File: src/include/masked_irq_status_pkg.sv
// package for the masked interrupt status block: offsets, bit positions, reset values
// assumes an apb slave with 32-bit data and byte addresses
package masked_irq_status_pkg;
  // ****************************************
  // register offsets
  // ****************************************
  localparam logic [7:0] OFF_RAW_STATUS = 8'h30;
  localparam logic [7:0] OFF_MASKED_IRQ_STATUS = 8'h34;
  localparam logic [7:0] OFF_IRQ_ENABLE = 8'h38;
  localparam logic [7:0] OFF_IRQ_CLEAR = 8'h3c;
  localparam logic [7:0] OFF_TX_THRESHOLD_REG = 8'h40;
  localparam logic [7:0] OFF_RX_THRESHOLD_REG = 8'h44;
  localparam logic [7:0] OFF_FIFO_LEVEL = 8'h48;
  // ****************************************
  // field positions
  // ****************************************
  localparam int BIT_TX_EMPTY = 0;
  localparam int BIT_TX_LOW = 1;
  localparam int BIT_TX_FULL = 2;
  localparam int BIT_TX_OVERRUN = 3;
  localparam int BIT_RX_EMPTY = 4;
  localparam int BIT_RX_HIGH = 5;
  localparam int BIT_RX_FULL = 6;
  localparam int BIT_TGT_READ_REQ = 16;
  localparam int BIT_TGT_READ_UNDERFLOW = 17;
  localparam int BIT_TGT_WRITE_REQ = 18;
  localparam int BIT_CTRL_DONE = 19;
  localparam int BIT_TGT_DONE = 20;
  // defined bits; 15:7 and 23:21 and above stay zero
  localparam logic [31:0] DEFINED_MASK = 32'h001f_007f;
  // sticky bits, cleared by writing one to the clear register
  localparam logic [31:0] STICKY_MASK = 32'h0018_0008;
  // ****************************************
  // reset values
  // ****************************************
  localparam logic [31:0] RST_STATUS = 32'h0000_0000;
  localparam logic [31:0] RST_ENABLE = 32'h0000_0000;
  localparam logic [7:0] RST_THRESHOLD = 8'h00;
  localparam int SYNC_STAGES = 2;

  typedef struct packed {
    logic tx_push;
    logic tx_pop;
    logic rx_push;
    logic rx_pop;
    logic tgt_read_req;
    logic tgt_read_busy;
    logic tgt_write_req;
    logic ctrl_done;
    logic tgt_done;
  } core_events_s;
endpackage : masked_irq_status_pkg

File: src/hw/i2c_masked_irq_status.sv
// masked interrupt status logic of a two-wire controller/target, apb slave
// assumes core events from the same clock domain, except the serial clock
// line and the target read/write request levels, which arrive from pins
// How it works
// - masked status at 0x34, read-only, reset zero
// - bit 0: transmit fifo empty
// - bit 1: transmit count at or below threshold
// - bit 2: transmit fifo full
// - bit 3: transmit overrun, write while full
// - bit 4: receive fifo empty
// - bit 5: receive count at or above threshold
// - bit 6: receive fifo full
// - bit 16: target read request pending
// - bit 17: fifo empty during target read
// - bit 18: target write request pending
// - bit 19: controller transaction done, awaiting acknowledge
// - bit 20: target transaction done, awaiting acknowledge
// - reserved bits read zero
//
// The APB slave port was decided locally.
`timescale 1ns/1ps
module i2c_masked_irq_status #(
  parameter int FIFO_DEPTH = 16,
  parameter int CNT_W = 5
) (
  input wire logic pclk,
  input wire logic presetn,
  input wire logic clk_en,
  input wire logic psel,
  input wire logic penable,
  input wire logic pwrite,
  input wire logic [7:0] paddr,
  input wire logic [31:0] pwdata,
  output logic [31:0] prdata,
  output logic pready,
  output logic pslverr,
  input wire logic [8:0] core_ev,
  input wire logic scl_pin,
  input wire logic tgt_read_req_pin,
  input wire logic tgt_write_req_pin,
  output logic irq
);
  // ****************************************
  // elaboration checks
  // ****************************************
  if (FIFO_DEPTH < 2 || FIFO_DEPTH > 255 || (1 << CNT_W) <= FIFO_DEPTH) begin : g_chk
    $error("fifo depth does not fit the count width");
  end

  localparam logic [CNT_W-1:0] DEPTH = CNT_W'(FIFO_DEPTH);

  function automatic logic [CNT_W-1:0] step(input logic [CNT_W-1:0] c, input logic up,
                                            input logic dn);
    logic [CNT_W-1:0] r;
    r = c;
    if (up && !dn) begin
      r = c + CNT_W'(1);
    end else if (dn && !up) begin
      r = c - CNT_W'(1);
    end
    return r;
  endfunction : step

  masked_irq_status_pkg::core_events_s ev;
  assign ev = masked_irq_status_pkg::core_events_s'(core_ev);

  // ****************************************
  // pin synchronisers
  // ****************************************
  // scl is only sampled for visibility; target request levels come from pads
  logic [2:0] sync1;
  logic [2:0] sync2;
  always_ff @(posedge pclk or negedge presetn) begin
    if (!presetn) begin
      sync1 <= 3'h0;
      sync2 <= 3'h0;
    end else if (clk_en) begin
      sync1 <= {scl_pin, tgt_write_req_pin, tgt_read_req_pin};
      sync2 <= sync1;
    end
  end
  logic pin_read_req;
  logic pin_write_req;
  assign pin_read_req = sync2[0];
  assign pin_write_req = sync2[1];

  // ****************************************
  // fifo levels and thresholds
  // ****************************************
  logic [CNT_W-1:0] tx_cnt, next_tx_cnt, rx_cnt, next_rx_cnt;
  logic [7:0] tx_thr, next_tx_thr, rx_thr, next_rx_thr;
  logic [31:0] enable, next_enable, sticky, next_sticky;
  logic [31:0] prdata_q, next_prdata;
  logic irq_q, next_irq;
  logic tx_full, tx_ovr_ev;
  logic [31:0] raw, masked;
  logic wr_access, rd_access;

  assign wr_access = psel && penable && pwrite;
  assign rd_access = psel && penable && !pwrite;
  assign tx_full = (tx_cnt == DEPTH);
  assign tx_ovr_ev = ev.tx_push && tx_full && !ev.tx_pop;

  always_comb begin
    next_tx_cnt = tx_cnt;
    next_rx_cnt = rx_cnt;
    if (!tx_ovr_ev) begin
      next_tx_cnt = step(tx_cnt, ev.tx_push, ev.tx_pop && tx_cnt != '0);
    end
    next_rx_cnt = step(rx_cnt, ev.rx_push && rx_cnt != DEPTH, ev.rx_pop && rx_cnt != '0);
    next_tx_thr = tx_thr;
    next_rx_thr = rx_thr;
    next_enable = enable;
    if (wr_access && paddr == masked_irq_status_pkg::OFF_TX_THRESHOLD_REG) begin
      next_tx_thr = pwdata[7:0];
    end
    if (wr_access && paddr == masked_irq_status_pkg::OFF_RX_THRESHOLD_REG) begin
      next_rx_thr = pwdata[7:0];
    end
    if (wr_access && paddr == masked_irq_status_pkg::OFF_IRQ_ENABLE) begin
      next_enable = pwdata & masked_irq_status_pkg::DEFINED_MASK;
    end
  end

  // ****************************************
  // sticky events: set wins over clear
  // ****************************************
  always_comb begin
    logic [31:0] set_v;
    set_v = '0;
    set_v[masked_irq_status_pkg::BIT_TX_OVERRUN] = tx_ovr_ev;
    set_v[masked_irq_status_pkg::BIT_CTRL_DONE] = ev.ctrl_done;
    set_v[masked_irq_status_pkg::BIT_TGT_DONE] = ev.tgt_done;
    next_sticky = sticky;
    if (wr_access && paddr == masked_irq_status_pkg::OFF_IRQ_CLEAR) begin
      next_sticky = sticky & ~(pwdata & masked_irq_status_pkg::STICKY_MASK);
    end
    next_sticky = next_sticky | set_v;
  end

  // ****************************************
  // raw and masked status
  // ****************************************
  always_comb begin
    raw = '0;
    raw[masked_irq_status_pkg::BIT_TX_EMPTY] = (tx_cnt == '0);
    raw[masked_irq_status_pkg::BIT_TX_LOW] = ({{(8 > CNT_W ? 8 - CNT_W : 0){1'b0}}, tx_cnt} <= tx_thr);
    raw[masked_irq_status_pkg::BIT_TX_FULL] = tx_full;
    raw[masked_irq_status_pkg::BIT_TX_OVERRUN] = sticky[masked_irq_status_pkg::BIT_TX_OVERRUN];
    raw[masked_irq_status_pkg::BIT_RX_EMPTY] = (rx_cnt == '0);
    raw[masked_irq_status_pkg::BIT_RX_HIGH] = ({{(8 > CNT_W ? 8 - CNT_W : 0){1'b0}}, rx_cnt} >= rx_thr);
    raw[masked_irq_status_pkg::BIT_RX_FULL] = (rx_cnt == DEPTH);
    raw[masked_irq_status_pkg::BIT_TGT_READ_REQ] = pin_read_req || ev.tgt_read_req;
    raw[masked_irq_status_pkg::BIT_TGT_READ_UNDERFLOW] = ev.tgt_read_busy && tx_cnt == '0;
    raw[masked_irq_status_pkg::BIT_TGT_WRITE_REQ] = pin_write_req || ev.tgt_write_req;
    raw[masked_irq_status_pkg::BIT_CTRL_DONE] = sticky[masked_irq_status_pkg::BIT_CTRL_DONE];
    raw[masked_irq_status_pkg::BIT_TGT_DONE] = sticky[masked_irq_status_pkg::BIT_TGT_DONE];
    masked = raw & enable & masked_irq_status_pkg::DEFINED_MASK;
  end

  // ****************************************
  // apb read mux, zero-wait answer
  // ****************************************
  always_comb begin
    next_prdata = prdata_q;
    if (psel && !penable && !pwrite) begin
      unique case (paddr)
        masked_irq_status_pkg::OFF_MASKED_IRQ_STATUS: next_prdata = masked;
        masked_irq_status_pkg::OFF_RAW_STATUS: next_prdata = raw;
        masked_irq_status_pkg::OFF_IRQ_ENABLE: next_prdata = enable;
        masked_irq_status_pkg::OFF_TX_THRESHOLD_REG: next_prdata = {24'h000000, tx_thr};
        masked_irq_status_pkg::OFF_RX_THRESHOLD_REG: next_prdata = {24'h000000, rx_thr};
        masked_irq_status_pkg::OFF_FIFO_LEVEL: next_prdata = {8'h00, sync2[2], 7'h00,
                                                 8'(rx_cnt), 8'(tx_cnt)};
        default: next_prdata = 32'h0000_0000;
      endcase
    end
    next_irq = |masked;
  end

  always_ff @(posedge pclk or negedge presetn) begin
    if (!presetn) begin
      tx_cnt <= '0;
      rx_cnt <= '0;
      tx_thr <= masked_irq_status_pkg::RST_THRESHOLD;
      rx_thr <= masked_irq_status_pkg::RST_THRESHOLD;
      enable <= masked_irq_status_pkg::RST_ENABLE;
      sticky <= masked_irq_status_pkg::RST_STATUS;
      prdata_q <= masked_irq_status_pkg::RST_STATUS;
      irq_q <= 1'b0;
    end else if (clk_en) begin
      tx_cnt <= next_tx_cnt;
      rx_cnt <= next_rx_cnt;
      tx_thr <= next_tx_thr;
      rx_thr <= next_rx_thr;
      enable <= next_enable;
      sticky <= next_sticky;
      prdata_q <= next_prdata;
      irq_q <= next_irq;
    end
  end

  assign prdata = prdata_q;
  assign irq = irq_q;
  assign pready = 1'b1;
  assign pslverr = 1'b0;

  // ****************************************
  // checks
  // ****************************************
  AST_RESERVED_ZERO: assert property (@(posedge pclk) disable iff (!presetn)
    (masked & ~masked_irq_status_pkg::DEFINED_MASK) == 32'h0) else $error("reserved bit set");
  AST_MASKED_GATED: assert property (@(posedge pclk) disable iff (!presetn)
    (masked & ~enable) == 32'h0) else $error("disabled source shows");
  AST_TX_EMPTY: assert property (@(posedge pclk) disable iff (!presetn)
    masked[0] == (tx_cnt == '0 && enable[0])) else $error("tx empty wrong");
  AST_TX_LOW: assert property (@(posedge pclk) disable iff (!presetn)
    (enable[1] && 8'(tx_cnt) > tx_thr) |-> !masked[1]) else $error("tx low wrong");
  AST_TX_FULL: assert property (@(posedge pclk) disable iff (!presetn)
    masked[2] |-> tx_cnt == DEPTH) else $error("tx full wrong");
  AST_OVERRUN: assert property (@(posedge pclk) disable iff (!presetn)
    (clk_en && tx_ovr_ev) |=> sticky[3]) else $error("overrun lost");
  AST_RX_HIGH: assert property (@(posedge pclk) disable iff (!presetn)
    (enable[5] && 8'(rx_cnt) >= rx_thr) |-> masked[5]) else $error("rx high wrong");
  AST_RX_FULL: assert property (@(posedge pclk) disable iff (!presetn)
    masked[6] |-> rx_cnt == DEPTH) else $error("rx full wrong");
  AST_CTRL_DONE: assert property (@(posedge pclk) disable iff (!presetn)
    (clk_en && ev.ctrl_done) |=> sticky[19]) else $error("done lost");
  AST_IRQ: assert property (@(posedge pclk) disable iff (!presetn)
    (clk_en && $rose(|masked)) |=> irq) else $error("irq late");

  // ****************************************
  // converse checks: live flags also clear when their cause goes away, sticky ones on a clear write
  // ****************************************
  // the live flags are checked both ways so a stuck-at bit cannot hide
  AST_RX_EMPTY: assert property (@(posedge pclk) disable iff (!presetn)
    masked[4] == (rx_cnt == '0 && enable[4]))
    else $error("rx empty wrong");

  AST_TX_LOW_SET: assert property (@(posedge pclk) disable iff (!presetn)
    (enable[1] && 8'(tx_cnt) <= tx_thr) |-> masked[1])
    else $error("tx low missing");

  AST_TX_FULL_SET: assert property (@(posedge pclk) disable iff (!presetn)
    (enable[2] && tx_cnt == DEPTH) |-> masked[2])
    else $error("tx full missing");

  AST_RX_HIGH_CLR: assert property (@(posedge pclk) disable iff (!presetn)
    (8'(rx_cnt) < rx_thr) |-> !masked[5])
    else $error("rx high stuck");

  AST_RX_FULL_SET: assert property (@(posedge pclk) disable iff (!presetn)
    (enable[6] && rx_cnt == DEPTH) |-> masked[6])
    else $error("rx full missing");

  AST_READ_REQ_SET: assert property (@(posedge pclk) disable iff (!presetn)
    (enable[16] && pin_read_req) |-> masked[16])
    else $error("read request missing");

  AST_READ_REQ_CLR: assert property (@(posedge pclk) disable iff (!presetn)
    (!pin_read_req && !ev.tgt_read_req) |-> !masked[16])
    else $error("read request stuck");

  AST_UFLOW_CLR: assert property (@(posedge pclk) disable iff (!presetn)
    masked[17] |-> tx_cnt == '0)
    else $error("underflow with data");

  AST_UFLOW_SET: assert property (@(posedge pclk) disable iff (!presetn)
    (enable[17] && ev.tgt_read_busy && tx_cnt == '0) |-> masked[17])
    else $error("underflow missing");

  AST_WRITE_REQ_SET: assert property (@(posedge pclk) disable iff (!presetn)
    (enable[18] && pin_write_req) |-> masked[18])
    else $error("write request missing");

  AST_WRITE_REQ_CLR: assert property (@(posedge pclk) disable iff (!presetn)
    (!pin_write_req && !ev.tgt_write_req) |-> !masked[18])
    else $error("write request stuck");

  AST_TGT_DONE: assert property (@(posedge pclk) disable iff (!presetn)
    (clk_en && ev.tgt_done) |=> sticky[20])
    else $error("target done lost");

  AST_OVR_CLEAR: assert property (@(posedge pclk) disable iff (!presetn)
    (clk_en && wr_access && paddr == masked_irq_status_pkg::OFF_IRQ_CLEAR && pwdata[3] && !tx_ovr_ev)
    |=> !sticky[3]) else $error("overrun not cleared");

  AST_CTRL_CLEAR: assert property (@(posedge pclk) disable iff (!presetn)
    (clk_en && wr_access && paddr == masked_irq_status_pkg::OFF_IRQ_CLEAR && pwdata[19] && !ev.ctrl_done)
    |=> !sticky[19]) else $error("controller done not cleared");

  AST_TGT_CLEAR: assert property (@(posedge pclk) disable iff (!presetn)
    (clk_en && wr_access && paddr == masked_irq_status_pkg::OFF_IRQ_CLEAR && pwdata[20] && !ev.tgt_done)
    |=> !sticky[20]) else $error("target done not cleared");

  AST_MASKED_READ: assert property (@(posedge pclk) disable iff (!presetn)
    (clk_en && psel && !penable && !pwrite && paddr == masked_irq_status_pkg::OFF_MASKED_IRQ_STATUS)
    |=> prdata == $past(masked)) else $error("masked read wrong");

  AST_RO_WRITE: assert property (@(posedge pclk) disable iff (!presetn)
    (wr_access && paddr == masked_irq_status_pkg::OFF_MASKED_IRQ_STATUS) |=> $stable(enable))
    else $error("write to read-only changed state");

  AST_IRQ_FALL: assert property (@(posedge pclk) disable iff (!presetn)
    (clk_en && masked == 32'h0) |=> !irq)
    else $error("irq stuck");
endmodule : i2c_masked_irq_status

File: config.mk
export PLATFORM = sky130hd
export DESIGN_NAME = i2c_masked_irq_status
export DESIGN_NICKNAME = d
export VERILOG_FILES = /design/src/include/masked_irq_status_pkg.sv /design/src/hw/i2c_masked_irq_status.sv
export SDC_FILE = /design/constraint.sdc
export NUM_CORES = 1
export LEC_CHECK = 0
export BUFFER_PORTS_ARGS = -buffer_cell sky130_fd_sc_hd__buf_2
export CAP_MARGIN = 20
export CORE_MARGIN = 2
export CORE_UTILIZATION = 45
export CTS_BUF_LIST = sky130_fd_sc_hd__clkbuf_4 sky130_fd_sc_hd__clkbuf_8 sky130_fd_sc_hd__clkbuf_16
export CTS_CLUSTER_SIZE = 16
export DETAILED_ROUTE_END_ITERATION = 8
export PLACE_DENSITY = 0.69
export RECOVER_POWER = 100
export SYNTH_ARGS = -nofsm -noshare
export SYNTH_HDL_FRONTEND = slang
export SYNTH_SLANG_ARGS = --single-unit
File: constraint.sdc
create_clock -name pclk -period 7.1 [get_ports pclk]
set_input_delay 1.065 -clock pclk [delete_from_list [all_inputs] [get_ports pclk]]
set_output_delay 1.065 -clock pclk [all_outputs]
set_load 0.01 [all_outputs]
==> results of run 1 <==
==> cells in the final DEF (no fill, tap or decap), types with 9 or more instances in the layout <==
cell type	instances
a21oi_1	14
ha_1	18
nor2_1	12
nor3_1	12
clkbuf_8	9
mux2_2	23
clkbuf_1	23
conb_1	15
mux2i_1	9
buf_2	37
o21ai_0	28
nand3_1	11
dfrtp_1	67
inv_1	16
nand2_1	36
==> routing by layer <==
layer  part of all wire [%]  global-route usage (%)  vias to the layer above
met3                    6.8                    4.62                       15
li1                       -                       -                     1401
met1                     47                    30.4                     1435
met4                    1.1                    4.64                        0
met5                      0                       0                        -
met2                     45                    30.0                      115
==> logic make-up (layout without fill, tap and decap cells) <==
group / count (synthesis) / in the layout / synth area share [%]
AND/OR/NAND/NOR: 97 / 97 / 13.2
AO/OA/AOI/OAI: 86 / 86 / 14.9
flip-flops: 67 / 67 / 43.9
buffers and inverters: 44 / 92 / 6.23
multiplexers: 40 / 40 / 12.3
adder cells (fa/ha/maj): 20 / 20 / 6.95
XOR/XNOR: 10 / 10 / 2.29
other: 2 / 15 / 0.197
==> through the flow <==
| step | instance area (um2) | utilization, % | setup WS [ps] |
|---|---|---|---|
| 6_report | 4270 | 52.0 | 3070 |
| 5_1_grt | 4270 | 52.0 | 2220 |
| 4_1_cts | 4350 | 52.9 | 3860 |
| 3_5_place_dp | 4120 | 50.2 | 3680 |
| 3_3_place_gp | 4120 | 50.2 | 3740 |
| 2_1_floorplan | 3860 | - | 4410 |
==> sequential cells by signal, indices dropped and copies added (netlist names) <==
register  flops
sticky        3
tx_cnt        5
prdata       19
rx_thr        8
tx_thr        8
sync1         3
irq           1
sync2         3
rx_cnt        5
enable       12
==> worst max-delay path by stage <==
stage,to,slack [ps],cells past startpoint
finish,prdata[0],3070,2
global route,prdata[0],2220,2
CTS,tx_cnt[4],3860,11
detailed placement,enable[0],3680,5
global placement,enable[16],3740,5
floorplan,tx_cnt[4],4410,11
==> cells in the mapped netlist (all sizes together) (3+ instances only) <==
| cell | instances |
|---|---|
| inv | 16 |
| a21oi | 14 |
| dfrtp | 67 |
| mux2 | 31 |
| o21ai | 28 |
| a31oi | 3 |
| nand2 | 37 |
| nor2 | 12 |
| nor2b | 6 |
| o22ai | 3 |
| mux2i | 9 |
| clkbuf | 8 |
| xor2 | 4 |
| a211oi | 3 |
| xnor2 | 6 |
| ha | 18 |
| nand3 | 11 |
| nor3 | 13 |
| buf | 20 |
| a21o | 7 |
| a22o | 8 |
| nand2b | 4 |
==> final cells by class <==
class	instances	area [um2]
clock buffer	10	131
clock inverter	6	90.1
fill	775	3950
inverter	16	60.1
multi-input combinational	268	1910
sequential	67	1680
tap	105	131
timing repair buffer	60	272
==> report_power, final <==
part,total [mW],internal (mW),switching [mW]
clock network,0.351,0.201,0.150
logic,0.298,0.144,0.154
registers,0.490,0.421,0.0690
==> flow_summary.json, run 1 <==
{
  "crit_path_start": "presetn",
  "yosysWarnings": 0,
  "drc": 0,
  "diodes": 0,
  "io_pins": 93,
  "cts-resized-gates": 0,
  "die_area_um2": 9230,
  "path_max_fanout": 67,
  "failed_checks": "capacitance limit, slew limit",
  "grt.overflow.total": 0,
  "die_x_um": 96.1,
  "ctsHoldBuffers": 0,
  "crit_family": "buffers and inverters",
  "critPathMaxStageDelay_ps": 2490,
  "required_ps": 6740,
  "dp_hpwl_um": 6700,
  "synth_area_leaders": "dfrtp_1 44%, mux2_2 6.8%, ha_1 5.9%",
  "skew_ps": 11.2,
  "maxSlewViolCount": 83,
  "tns_ps": 0,
  "syn-cell-area_um2": 3820,
  "hold_class": "register to register",
  "leakage_nw": 1.98,
  "dp_cells": 516,
  "maxCapViolations": 2,
  "grt_use_total_pct": 20.4,
  "status": "complete, but fails checks",
  "cts.clk_slew.worst_paths_ps": 80,
  "synth_edf_count": 0,
  "wl_um": 8940,
  "rsz0062_at_grt": "false",
  "design.core.area_um2": 8220,
  "path_cells": "buf_2 > clkbuf_1",
  "worst_hold_slack_ps": 481,
  "r2r_setup_slack_ps": 3860,
  "io_buffers": 58,
  "synthFlopType": "dfrtp_1",
  "clock_sinks": 67,
  "ant_nets": 0,
  "synth-seq-area-share_pct": 43.9,
  "viasPerCell": 5.58,
  "rr_endpoint": "tx_cnt[4]",
  "setup_viol": 0,
  "r2r_start": "tx_cnt[1]",
  "place.gp.congestion": 0.905,
  "hold_end": "prdata[23]",
  "power_density_nw_per_um2": 267,
  "antenna_found_initial": 0,
  "ff2ff_path_depth": 11,
  "clockBufferDepth": 2,
  "drive_gt1_share_pct": 19.0,
  "max_freq_mhz": 248,
  "cp.buffers_inverters": 2,
  "yosysTopAreaCellShare_pct": 43.9,
  "drtIter0Drc": 179,
  "path_class": "input port to asynchronous set/reset pin",
  "clk_latency_ps": 350,
  "synth-seq-cells": 67,
  "worst-slew-pin-transition_ps": 3560,
  "min_from": "sync2[2]",
  "cts_root_buf": "clkbuf_8",
  "syn_inst": 366,
  "drt-pass1-iter-count": 5,
  "ys_async_sr_fraction_pct": 100,
  "tritoncts": "done",
  "nets": 500,
  "period_minus_slack_ps": 4030,
  "stdcell_count": 532,
  "die_h_um": 96.1,
  "cp-end-kind": "asynchronous set/reset pin",
  "cp_slowest_cell": "clkbuf_1",
  "grt_start_max_net_pins": 68,
  "cts_setup_buffers": 0,
  "ir_worst_vdd_v": 0.0000941,
  "cts.htree.levels": 3,
  "rows": 33,
  "wl_per_cell_um": 16.8,
  "critPathLaunchType": "input port",
  "grt_pass1_vias": 2770,
  "area_growth_pct": 11.9,
  "relSlewSlack_pct": -137,
  "cp.arrival_ps": 3660,
  "yosys.cell_types.count": 54,
  "min_path_cells": 1,
  "num_vias": 2966,
  "cts-buffers-inserted": 9,
  "hold_viol_final": 0,
  "synth_top_cell_by_area": "dfrtp_1",
  "finalPower_mw": 1.14,
  "grt_pass1_wl_um": 14200,
  "avgSynthCellArea_um2": 10.4,
  "initial_core_util_pct": 46.4,
  "final.period_utilization_pct": 56.7
}
(Power assumes the default switching activity.)
==> run 2, diff against run 1 <==
--- a/config.mk
+++ b/config.mk
@@ -5,6 +5,7 @@
 export SDC_FILE = /design/constraint.sdc
 export NUM_CORES = 1
 export LEC_CHECK = 0
+export ABC_AREA = 1
 export BUFFER_PORTS_ARGS = -buffer_cell sky130_fd_sc_hd__buf_2
 export CAP_MARGIN = 20
 export CORE_MARGIN = 2
@@ -12,7 +13,7 @@
 export CTS_BUF_LIST = sky130_fd_sc_hd__clkbuf_4 sky130_fd_sc_hd__clkbuf_8 sky130_fd_sc_hd__clkbuf_16
 export CTS_CLUSTER_SIZE = 16
 export DETAILED_ROUTE_END_ITERATION = 8
-export PLACE_DENSITY = 0.69
+export PLACE_DENSITY = 0.71
 export RECOVER_POWER = 100
 export SYNTH_ARGS = -nofsm -noshare
 export SYNTH_HDL_FRONTEND = slang
==> constraint.sdc (replaced) <==
create_clock -name pclk -period 3.5 [get_ports pclk]
set_input_delay 0.525 -clock pclk [delete_from_list [all_inputs] [get_ports pclk]]
set_output_delay 0.525 -clock pclk [all_outputs]
set_load 0.01 [all_outputs]
==> flow_summary.json, run 2 <==
{
  "yosysMostFrequentCell": "nand2_1",
  "avgSynthCellArea_um2": 8.27,
  "initial_core_util_pct": 45.9,
  "worst-slew-pin-transition_ps": 1280,
  "grt_pass1_wl_um": 15500,
  "area.sequential_um2": 1680,
  "ant_nets": 0,
  "maxSlewViolCount": 0,
  "yosysTopAreaCellShare_pct": 42.5,
  "grt_start_max_net_pins": 47,
  "final_cell_mix": "104 x nand2_1, 67 x dfrtp_1, 66 x inv_1, 47 x nor2_1, 36 x buf_2",
  "setup_viol": 0,
  "wl_per_cell_um": 14.5,
  "dp_hpwl_um": 7060,
  "clk_latency_ps": 350,
  "die_h_um": 97.6,
  "design.core.area_um2": 8590,
  "critPathLaunchType": "input port",
  "cts.clk_slew.worst_paths_ps": 70,
  "wl_um": 9390,
  "relSlewSlack_pct": 14.9,
  "yosys.cell_types.count": 44,
  "tritoncts": "done",
  "cp-end-kind": "register",
  "die_x_um": 97.6,
  "drt-pass1-iter-count": 5,
  "final.period_utilization_pct": 78.4,
  "io_pins": 93,
  "path_class": "input port to register",
  "grt.overflow.total": 0,
  "synth-seq-area-share_pct": 42.5,
  "ctsHoldBuffers": 0,
  "drtIter0Drc": 205,
  "drive_gt1_share_pct": 12.0,
  "synthFlopType": "dfrtp_1",
  "antenna_found_initial": 0,
  "cts.htree.levels": 3,
  "hold_end": "sync1[1]",
  "place.gp.congestion": 0.897,
  "cp.buffers_inverters": 3,
  "status": "completed",
  "min_from": "tgt_write_req_pin",
  "worst_hold_slack_ps": 374,
  "tns_ps": 0,
  "dp_cells": 635,
  "io_buffers": 58,
  "cp_slowest_cell": "clkbuf_1",
  "hold_class": "input port to register",
  "max_freq_mhz": 365,
  "ir_worst_vdd_v": 0.000295,
  "synth_top_cell_by_area": "dfrtp_1",
  "path_cells": "clkbuf_1 > nand3_2 > clkbuf_1 > clkinv_1 > nor2_1 > a41oi_1",
  "power_density_nw_per_um2": 536,
  "rr_endpoint": "rx_cnt[4]",
  "min_path_cells": 3,
  "ff2ff_path_depth": 12,
  "grt_pass1_vias": 3197,
  "cts-resized-gates": 0,
  "rsz0062_at_grt": "false",
  "mostFrequentLayoutCell": "nand2_1",
  "synth_commonest_cells": "103 x nand2_1, 67 x dfrtp_1, 65 x inv_1",
  "largest_reg_flops": 19,
  "synth_area_leaders": "dfrtp_1 43%, nand2_1 9.8%, inv_1 6.2%",
  "critPathMaxStageDelay_ps": 940,
  "drc": 0,
  "critPathMostFrequentCell": "clkbuf_1",
  "required_ps": 3690,
  "hold_viol_final": 0,
  "period_minus_slack_ps": 2740,
  "cts-buffers-inserted": 9,
  "leakage_nw": 2.40,
  "stdcell_count": 650,
  "multi_input_area_um2": 1830,
  "r2r_setup_slack_ps": 1050,
  "cts_setup_buffers": 0,
  "syn_inst": 477,
  "path_max_fanout": 28,
  "n_fill_cell": 835,
  "r2r_start": "rx_cnt[1]",
  "nets": 616,
  "yosysWarnings": 0,
  "syn-cell-area_um2": 3940,
  "diodes": 0,
  "viasPerCell": 5.17,
  "clock_sinks": 67,
  "rows": 34,
  "ys_async_sr_fraction_pct": 100,
  "skew_ps": 10.1,
  "crit_family": "buffers and inverters",
  "maxCapViolations": 0,
  "synth_edf_count": 0,
  "cp.arrival_ps": 2940,
  "num_vias": 3361,
  "grt_use_total_pct": 20.5,
  "cts_root_buf": "clkbuf_8",
  "die_area_um2": 9530,
  "clockBufferDepth": 2,
  "area_growth_pct": 11.1,
  "synth-seq-cells": 67
}
[run 2: cell type report]
class	count	area share, %
Multi-Input combinational cell	330	41.8
Sequential cell	67	38.3
Timing Repair Buffer	60	6.19
Inverter	70	6.11
Clock buffer	13	3.80
Tap cell	108	3.08
Clock inverter	2	0.799
[run 2: worst max path at each step]
stage                      endpoint      start  cells after the start
after floorplan           tx_cnt[4]  tx_cnt[1]                     12
after global placement    tx_cnt[4]  tx_cnt[1]                     12
after detailed placement  tx_cnt[4]  tx_cnt[1]                     12
after CTS                 tx_cnt[4]  tx_cnt[1]                     12
after global routing      prdata[0]     clk_en                      7
final                     prdata[6]     clk_en                      6
[run 2: through the flow]
step	utilization [%]	power (mW)	instance area (um2)	setup WS [ps]
3_3_place_gp	49.6	1.65	4260	1160
3_5_place_dp	49.6	1.69	4260	1090
5_1_grt	51.0	2.52	4380	480
2_1_floorplan	-	1.49	3990	1410
6_report	51.0	2.35	4380	758
4_1_cts	52.0	2.37	4460	1070
[run 2: worst min-delay path, cell delays in order]
cell     delay [ps]
buf_2            70
nand2_1          40
nand2_1          50
[run 2: kinds of logic (layout without fill, tap and decap cells)]
kind of cell               count (synthesis)  count (layout)  synth area share [%]
and+or+nand+nor                          195             195                  22.5
buffers and inverters                     93             145                  11.1
AOI/OAI and AO/OA                         75              75                  10.6
DFF                                       67              67                  42.5
adders and majority gates                 20              20                  6.73
muxes                                     17              17                  4.60
xor gates and xnor gates                   8               8                  1.78
other                                      2              15                 0.190
[run 2: where the power goes]
group	total, mW	switching, mW	internal, mW
Clock	0.664	0.285	0.379
Sequential	0.981	0.118	0.862
Combinational	0.704	0.422	0.282
[run 2: layer usage]
layer  global-route usage, %  vias up  wire length, um
li1                        -     1640                -
met1                    26.6     1589             4170
met2                    33.3      120             4450
met3                    4.60       12              597
met4                    7.91        0              181
met5                       0        -                0
